[src/logic/otm_pkg.sv]
// Package: register map, fields and carriers of the one-count timer pair
// Functional notes
// - Power enable set: clock unit, accept writes
// - Power enable clear: no clock, writes ignored
// - Power-off returns every channel register to reset
// - Start bit sets enable, reads back zero
// - Valid edge copies data into count
// - Count down per tick, interrupt, hold zero
// - Data writable, count readable while running
// - Stop bit clears enable, count held
// - Master channel pairs with slave channel
// - Delay data plus two, width data
// - Master loads on start, stops at zero
// - Slave starts on master interrupt
// - Slave output active until slave zero
// - Software start bit also starts one-shot
// - Edge select: fall, rise, both, prohibited
// - New data used from next period
// - Trigger to interrupt is data plus one
package otm_pkg;
   localparam int          CNT_W      = 16;
   localparam int          PRE_W      = 16;
   // ----------------------------------------
   // Register offsets
   // ----------------------------------------
   localparam logic [7:0]  REG_CTRL   = 8'h00;
   localparam logic [7:0]  REG_PRESC  = 8'h04;
   localparam logic [7:0]  REG_START  = 8'h08;
   localparam logic [7:0]  REG_STOP   = 8'h0c;
   localparam logic [7:0]  REG_ENST   = 8'h10;
   localparam logic [7:0]  REG_MODE   = 8'h14;
   localparam logic [7:0]  REG_DATA0  = 8'h18;
   localparam logic [7:0]  REG_DATA1  = 8'h1c;
   localparam logic [7:0]  REG_CNT0   = 8'h20;
   localparam logic [7:0]  REG_CNT1   = 8'h24;
   // ----------------------------------------
   // Fields and reset values
   // ----------------------------------------
   localparam int          MODE_PAIR  = 0;
   localparam int          MODE_EDGE0 = 1;
   localparam int          MODE_EDGE1 = 3;
   localparam int          MODE_OLVL  = 5;
   localparam int          MODE_OEN   = 6;
   localparam int          MODE_W     = 7;
   localparam logic [MODE_W-1:0] MODE_RST  = 7'h00;
   localparam logic [PRE_W-1:0]  PRESC_RST = 16'h0000;
   localparam logic [CNT_W-1:0]  CNT_ZERO  = 16'h0000;
   localparam logic [CNT_W-1:0]  CNT_ONE   = 16'h0001;

   typedef enum logic [1:0] {
      OTM_EDGE_FALL = 2'h0,
      OTM_EDGE_RISE = 2'h1,
      OTM_EDGE_BOTH = 2'h2,
      OTM_EDGE_PROH = 2'h3
   } otm_edge_t;

   typedef enum logic [2:0] {
      OTM_IDLE = 3'b001,
      OTM_WAIT = 3'b010,
      OTM_RUN  = 3'b100
   } otm_chst_t;

   typedef struct packed {
      logic        psel;
      logic        penable;
      logic        pwrite;
      logic [7:0]  paddr;
      logic [31:0] pwdata;
   } otm_apb_req_t;

   typedef struct packed {
      logic        pready;
      logic [31:0] prdata;
      logic        pslverr;
   } otm_apb_rsp_t;
endpackage

[src/logic/otm_timer.sv]
// Top: APB registers, prescaler tick, edge detect and master/slave pair
//
// The address map and the APB interface to the registers are this design's own decisions.
`timescale 1ns/1ns
module otm_timer
   import otm_pkg::*;
(
   input  wire logic         clk_i,
   input  wire logic         rst_i,
   input  wire otm_apb_req_t apb_req_i,
   output otm_apb_rsp_t      apb_rsp_o,
   input  wire logic [1:0]   channel_event_input_i,
   output logic [1:0]        channel_interrupt_o,
   output logic [1:0]        channel_enable_status_o,
   output logic              slave_output_pin_o
);
   // ----------------------------------------
   // State
   // ----------------------------------------
   typedef struct packed {
      logic              pwr;
      logic [PRE_W-1:0]  presc;
      logic [PRE_W-1:0]  div;
      logic              tick;
      logic [MODE_W-1:0] mode;
      logic [CNT_W-1:0]  data0;
      logic [CNT_W-1:0]  data1;
      logic [1:0]        sync1;
      logic [1:0]        sync2;
      logic [1:0]        prev;
      logic [1:0]        irq;
      logic [1:0]        ens;
      logic              pin;
      otm_apb_rsp_t      rsp;
   } otm_top_t;

   otm_top_t s;
   otm_top_t next_s;

   logic [CNT_W-1:0] cnt0;
   logic [CNT_W-1:0] cnt1;
   logic [1:0]       ch_irq;
   logic [1:0]       ch_run;
   logic [1:0]       ch_en;
   logic [1:0]       start_p;
   logic [1:0]       stop_p;
   logic [1:0]       trig;
   logic [1:0]       edge_hit;
   logic             acc;
   logic             wr;
   logic             pair;
   logic             ctrl_wr;

   // ----------------------------------------
   // Decode helpers
   // ----------------------------------------
   function automatic logic reg_mapped(input logic [7:0] a);
      reg_mapped = (a == REG_CTRL)  || (a == REG_PRESC) || (a == REG_START) ||
                   (a == REG_STOP)  || (a == REG_ENST)  || (a == REG_MODE)  ||
                   (a == REG_DATA0) || (a == REG_DATA1) || (a == REG_CNT0)  ||
                   (a == REG_CNT1);
   endfunction

   function automatic logic edge_det(input logic [1:0] sel, input logic now,
                                     input logic old);
      unique case (otm_edge_t'(sel))
         OTM_EDGE_FALL: edge_det = old & ~now;
         OTM_EDGE_RISE: edge_det = ~old & now;
         OTM_EDGE_BOTH: edge_det = old ^ now;
         OTM_EDGE_PROH: edge_det = 1'b0;
      endcase
   endfunction

   assign pair = s.mode[MODE_PAIR];
   assign acc  = apb_req_i.psel & apb_req_i.penable & ~s.rsp.pready;
   assign wr   = apb_req_i.psel & apb_req_i.penable & s.rsp.pready &
                 apb_req_i.pwrite & s.pwr;
   assign ctrl_wr = apb_req_i.psel & apb_req_i.penable & s.rsp.pready &
                    apb_req_i.pwrite & (apb_req_i.paddr == REG_CTRL);

   // ----------------------------------------
   // Triggers
   // ----------------------------------------
   generate
      for (genvar i = 0; i < 2; i++) begin : g_trig
         assign start_p[i] = wr && apb_req_i.paddr == REG_START &&
                             apb_req_i.pwdata[i];
         assign stop_p[i]  = wr && apb_req_i.paddr == REG_STOP &&
                             apb_req_i.pwdata[i];
         assign edge_hit[i] = edge_det(s.mode[MODE_EDGE0 + 2*i +: 2],
                                       s.sync2[i], s.prev[i]);
      end
   endgenerate

   assign trig[0] = edge_hit[0] | (start_p[0] & (ch_en[0] | pair));
   assign trig[1] = pair ? ch_irq[0] : (edge_hit[1] | (start_p[1] & ch_en[1]));

   // ----------------------------------------
   // Channels
   // ----------------------------------------
   // channel 0 is master
   otm_channel u_master (
      .clk_i   (clk_i),
      .rst_i   (rst_i),
      .clear_i (~s.pwr),
      .start_i (start_p[0]),
      .stop_i  (stop_p[0]),
      .trig_i  (trig[0]),
      .tick_i  (s.tick),
      .data_i  (s.data0),
      .count_o (cnt0),
      .irq_o   (ch_irq[0]),
      .run_o   (ch_run[0]),
      .en_o    (ch_en[0])
   );

   otm_channel u_slave (
      .clk_i   (clk_i),
      .rst_i   (rst_i),
      .clear_i (~s.pwr),
      .start_i (start_p[1]),
      .stop_i  (stop_p[1]),
      .trig_i  (trig[1]),
      .tick_i  (s.tick),
      .data_i  (s.data1),
      .count_o (cnt1),
      .irq_o   (ch_irq[1]),
      .run_o   (ch_run[1]),
      .en_o    (ch_en[1])
   );

   // ----------------------------------------
   // Next state
   // ----------------------------------------
   always_comb begin
      next_s            = s;
      next_s.rsp.pready = acc;
      next_s.sync1      = channel_event_input_i;
      next_s.sync2      = s.sync1;
      next_s.prev       = s.sync2;
      next_s.irq        = ch_irq;
      next_s.ens        = ch_en;
      next_s.tick       = 1'b0;
      if (s.pwr) begin
         if (s.div >= s.presc) begin
            next_s.div  = '0;
            next_s.tick = 1'b1;
         end else begin
            next_s.div = s.div + 16'h0001;
         end
      end
      next_s.pin = s.mode[MODE_OLVL] ^
                   (pair & s.mode[MODE_OEN] & ch_run[1]);
      if (acc) begin
         next_s.rsp.pslverr = ~reg_mapped(apb_req_i.paddr);
         next_s.rsp.prdata  = 32'h0000_0000;
         unique case (apb_req_i.paddr)
            REG_CTRL:  next_s.rsp.prdata[0] = s.pwr;
            REG_PRESC: next_s.rsp.prdata[PRE_W-1:0] = s.presc;
            REG_START: next_s.rsp.prdata = 32'h0000_0000;
            REG_STOP:  next_s.rsp.prdata = 32'h0000_0000;
            REG_ENST:  next_s.rsp.prdata[1:0] = s.ens;
            REG_MODE:  next_s.rsp.prdata[MODE_W-1:0] = s.mode;
            REG_DATA0: next_s.rsp.prdata[CNT_W-1:0] = s.data0;
            REG_DATA1: next_s.rsp.prdata[CNT_W-1:0] = s.data1;
            REG_CNT0:  next_s.rsp.prdata[CNT_W-1:0] = cnt0;
            REG_CNT1:  next_s.rsp.prdata[CNT_W-1:0] = cnt1;
            default:   next_s.rsp.prdata = 32'h0000_0000;
         endcase
      end else begin
         next_s.rsp.pslverr = 1'b0;
      end
      if (ctrl_wr) begin
         next_s.pwr = apb_req_i.pwdata[0];
      end
      if (wr) begin
         unique case (apb_req_i.paddr)
            REG_PRESC: next_s.presc = apb_req_i.pwdata[PRE_W-1:0];
            REG_MODE:  next_s.mode  = apb_req_i.pwdata[MODE_W-1:0];
            REG_DATA0: next_s.data0 = apb_req_i.pwdata[CNT_W-1:0];
            REG_DATA1: next_s.data1 = apb_req_i.pwdata[CNT_W-1:0];
            default:   next_s.presc = next_s.presc;
         endcase
      end
      if (!s.pwr) begin
         next_s.presc = PRESC_RST;
         next_s.div   = '0;
         next_s.tick  = 1'b0;
         next_s.mode  = MODE_RST;
         next_s.data0 = CNT_ZERO;
         next_s.data1 = CNT_ZERO;
         next_s.irq   = 2'b00;
         next_s.ens   = 2'b00;
         next_s.pin   = 1'b0;
      end
   end

   always_ff @(posedge clk_i) begin
      if (rst_i) begin
         s <= '0;
      end else begin
         s <= next_s;
      end
   end

   assign apb_rsp_o               = s.rsp;
   assign channel_interrupt_o     = s.irq;
   assign channel_enable_status_o = s.ens;
   assign slave_output_pin_o      = s.pin;

   // ----------------------------------------
   // Checks
   // ----------------------------------------
   // Slave armed by master fire, loads at next tick
   logic chk_due;

   always_ff @(posedge clk_i) begin
      if (rst_i || !s.pwr || stop_p[1]) begin
         chk_due <= 1'b0;
      end else if (pair && ch_irq[0] && ch_en[1] && !ch_run[1]) begin
         chk_due <= 1'b1;
      end else if (s.tick) begin
         chk_due <= 1'b0;
      end
   end

   for (genvar i = 0; i < 2; i++) begin : g_edge_chk

   end
endmodule

[src/logic/otm_channel.sv]
// One-count down-counter channel with trigger wait and hold at zero
`timescale 1ns/1ns
module otm_channel
   import otm_pkg::*;
(
   input  wire logic             clk_i,
   input  wire logic             rst_i,
   input  wire logic             clear_i,
   input  wire logic             start_i,
   input  wire logic             stop_i,
   input  wire logic             trig_i,
   input  wire logic             tick_i,
   input  wire logic [CNT_W-1:0] data_i,
   output logic      [CNT_W-1:0] count_o,
   output logic                  irq_o,
   output logic                  run_o,
   output logic                  en_o
);
   typedef struct packed {
      otm_chst_t        st;
      logic             pend;
      logic [CNT_W-1:0] cnt;
      logic             irq;
   } otm_ch_t;

   otm_ch_t s;
   otm_ch_t next_s;

   always_comb begin
      next_s     = s;
      next_s.irq = 1'b0;
      if (stop_i) begin
         next_s.st   = OTM_IDLE;
         next_s.pend = 1'b0;
      end else begin
         if (start_i && s.st == OTM_IDLE) begin
            next_s.st = OTM_WAIT;
         end
         // Triggers during a run are ignored
         if (trig_i && s.st == OTM_WAIT) begin
            next_s.pend = 1'b1;
         end
         if (tick_i && s.st == OTM_WAIT && s.pend) begin
            next_s.cnt  = data_i;
            next_s.pend = 1'b0;
            if (data_i == CNT_ZERO) begin
               next_s.irq = 1'b1;
            end else begin
               next_s.st = OTM_RUN;
            end
         end else if (tick_i && s.st == OTM_RUN) begin
            next_s.cnt = s.cnt - CNT_ONE;
            if (s.cnt == CNT_ONE) begin
               next_s.irq = 1'b1;
               next_s.st  = OTM_WAIT;
            end
         end
      end
   end

   always_ff @(posedge clk_i) begin
      if (rst_i || clear_i) begin
         s <= '{st: OTM_IDLE, pend: 1'b0, cnt: CNT_ZERO, irq: 1'b0};
      end else begin
         s <= next_s;
      end
   end

   assign count_o = s.cnt;
   assign irq_o   = s.irq;
   assign run_o   = (s.st == OTM_RUN);
   assign en_o    = (s.st != OTM_IDLE);
endmodule

[config.mk]
export PLATFORM = sky130hd
export DESIGN_NAME = otm_timer
export DESIGN_NICKNAME = d
export VERILOG_FILES = /design/src/logic/otm_pkg.sv /design/src/logic/otm_timer.sv /design/src/logic/otm_channel.sv
export SDC_FILE = /design/constraint.sdc
export NUM_CORES = 1
export LEC_CHECK = 0
export ABC_AREA = 1
export BUFFER_PORTS_ARGS = -buffer_cell sky130_fd_sc_hd__buf_2
export CORE_MARGIN = 5
export CORE_UTILIZATION = 60
export CTS_BUF_LIST = sky130_fd_sc_hd__clkbuf_2
export DETAILED_ROUTE_END_ITERATION = 8
export MAX_ROUTING_LAYER = met4
export PLACE_DENSITY = 0.81
export RECOVER_POWER = 50
export SETUP_SLACK_MARGIN = 0.4
export SLEW_MARGIN = 20
export SYNTH_ARGS = -nofsm -noshare
export SYNTH_HDL_FRONTEND = slang
export SYNTH_SLANG_ARGS = --single-unit
[constraint.sdc]
create_clock -name clk_i -period 3.8 [get_ports clk_i]
set_input_delay 0 -clock clk_i [delete_from_list [all_inputs] [get_ports clk_i]]
set_output_delay 0 -clock clk_i [all_outputs]
set_load 0.01 [all_outputs]
==> results.cfg <==
[synthesis]
synth-warning-count = 0
synthCells = 1178
ys_seq_area_share_pct = 36.43
ys_types = 38
synth.avg_cell_area_um2 = 6.717
synthArstFlopShare_pct = 0
ys.flop_type = dfxtp_1
ys_ff_latch = 144
synth-edff-count = 0
synth_area_mm2 = 0.007913

[status]
violations = max-capacitance violations, max-slew violations
status = complete, but fails checks

[run]
drv_cap = 2

[global_route]
antenna_found_initial = 1
grt_max_degree = 48
grt_overflow = 0
grt_first_pass_wirelength_um = 36920
grt_use_total_pct = 30.08
grt_pass1_vias = 7236

[placement]
post-place-cells = 1352
preCtsSetupSlack_ns = 1.644
portBuffers = 53
placedInstanceArea_mm2 = 0.008018
place_congestion = 0.9758
dp_hpwl_um = 16220

[clock_tree]
path_clk_slew_ns = 0.23
cts_tree = yes
cts_resized = 0
cts_buffers = 17
clock_latency_ns = 0.77
cts-root-buf = clkbuf_2
cts.sinks = 144
h-tree-depth = 4
cts.path.max_buffers = 2

[finish]
final_nets = 1312
stdcell_count = 1430
fin_area_mm2 = 0.008642
final_layout_size_suffix_gt1_share_pct = 6.464
syn_to_final_growth_pct = 9.219
final_cell_mix = 211 x nand2_1, 186 x nor2_1, 145 x inv_1, 144 x dfxtp_1, 118 x o21ai_0
layout_commonest_cell = nand2_1

[pwr]
p_total_mw = 2.579
pwr-share-clk_pct = 35.2
p_leak_nw = 3.544
vdd_drop_max_v = 0.0003139
p_per_area_mw_per_mm2 = 298.5
p_sw_uw = 734.8
sw_frac_of_total_pct = 28.49
power_frac_seq_pct = 59.5
power.internal_mw = 1.845
combPwrFrac_pct = 5.3

[sta]
rsz0062_at_grt = false
maxSlewViolCount = 83
min_period_ns = 3.300
tightest_slew_ns = 1.639
fmax_mhz = 303.0
hold_viol = 0
postLayoutSetupSlackWorst_ns = 0.5000
skew_ns = 0.02983
slew_headroom_pct = -9.239
setup_violations = 0
fin_setup_tns_ns = 0
post-route-period-util_pct = 86.84

[detailed_routing]
drc = 0
vias_per_cell = 5.624
vias = 8043
routedWlPerCell_um = 16.20
wl_um = 23170
drt_iter0_drc = 1056
drtAntennaViolNets = 0
drt_pass1_iterations = 7

[floorplanning]
start_util_pct = 60.47
die_area_mm2 = 0.01558
die_w_um = 124.8
die_h_um = 124.8
core_area_mm2 = 0.01309
core.rowCount = 42
io-pin-count = 86

[worst_setup_path]
worst_path_max_delay_cell = dlygate4sd3_1
crit_top_cell = dlygate4sd3_1
crit_family = buffers and inverters
worstPathRequired_ns = 4.48
start_kind = input port
cp_cell_sequence = dlygate4sd3_1 > clkbuf_1 > inv_1 > nand2_1 > dlygate4sd3_1 > nor2_1 > dlygate4sd3_1 > nand2_4 > inv_4 > nand2_2 > o21ai_0 > dlygate4sd3_1 > nor2_1
setup.worst_path.class = in -> reg
cpPeakStageDelay_ns = 0.71
crit_fanout = 26
worst-path-buf-inv = 7
arrival_ns = 3.98
end_kind = flop

[worst_hold_path]
hp-class = in -> reg
==> Yosys cell counts (3+ instances only) <==
cell	count	area [um2]
inv_2	5	18.77
clkbuf_1	14	52.55
nand4_1	23	143.9
buf_6	3	33.78
o21ai_1	5	25.02
nor2_1	185	694.4
o21ai_0	118	590.6
dfxtp_1	144	2883
buf_2	16	80.08
nor4_1	4	25.02
xnor2_1	11	96.34
a21oi_1	95	475.5
nor2_4	4	45.04
o22ai_1	27	168.9
nand3_1	52	260.3
ha_1	25	312.8
inv_1	143	536.8
nand2_2	7	43.79
buf_4	41	307.8
nor3_1	13	65.06
nand2_1	210	788.3
xor2_1	11	96.34
nor2_2	3	18.77
==> per-stage QoR <==
| stage | utilization (%) | hold WS [ns] |
|---|---|---|
| 3_5_place_dp | 61.27 | 0.2099 |
| 2_1_floorplan | - | 0.1070 |
| 4_1_cts | 66.49 | 0.04617 |
| 3_3_place_gp | 61.27 | 0.2037 |
| 5_1_grt | 66.05 | 0.07074 |
| 6_report | 66.05 | 0.06998 |
==> power groups by stage <==
stage | combinational [mW] | sequential (mW) | clock [mW]
global placement | 0.104 | 1.56 | 0
detailed placement | 0.104 | 1.56 | 0
global route | 0.149 | 1.54 | 0.973
CTS | 0.135 | 1.53 | 0.905
finish | 0.137 | 1.53 | 0.908
floorplan | 0.0812 | 1.56 | 0
==> cells by family after synthesis <==
family / share of synthesized area, %
xor+xnor: 2.435
other cells: 0.04739
simple gates: 27.56
buf+inv: 13.19
flops: 36.43
fa+ha+maj: 3.953
compound gates: 16.38
==> registers in the layout (all words and copies together) (netlist names) <==
name	cells
slave_output_pin_o	1
next_s	4
channel_interrupt_o	2
apb_rsp_o	18
u_master.count_o	16
u_slave.count_o	16
u_slave.s	4
s	74
u_master.irq_o	1
pair	1
u_slave.irq_o	1
u_master.s	4
channel_enable_status_o	2
==> layout make-up <==
| class | count | area, um2 |
|---|---|---|
| Antenna cell | 1 | 2.502 |
| Clock inverter | 15 | 147.6 |
| Timing Repair Buffer | 102 | 701.9 |
| Fill cell | 1147 | 4443 |
| Clock buffer | 17 | 85.08 |
| Inverter | 151 | 569.3 |
| Tap cell | 176 | 220.2 |
| Multi-Input combinational cell | 824 | 4033 |
| Sequential cell | 144 | 2883 |
==> layer usage <==
metal	vias to the layer above	wire, um	GRT usage [%]
met5	-	0	-
met3	81	2314	7.161
met1	3653	9481	37.61
met4	0	824	11.42
li1	3889	-	-
met2	420	10550	47.42
==> what timing repair did <==
item	4_1_cts	5_1_grt
endpoints found under the setup margin	0	0
hold endpoints to repair	112	0
hold buffers	45	0
setup buffers	0	0
==> path summary, 6_finish.rpt <==
kind,start,to,slack [ns],cells past startpoint
max,apb_req_i[37],s[73],0.50,13
min,apb_req_i[11],s[112],0.07,4
max reg2reg,s[117],channel_enable_status_o[0],0.65,6
min reg2reg,next_s[42],next_s[40],0.43,2
==> tightest hold or removal path, cell delays in order <==
cell and delay [ns]:
dlygate4sd3_1 0.52, buf_2 0.11, o21ai_0 0.07, a21oi_1 0.10
(Power assumes the default switching activity.)
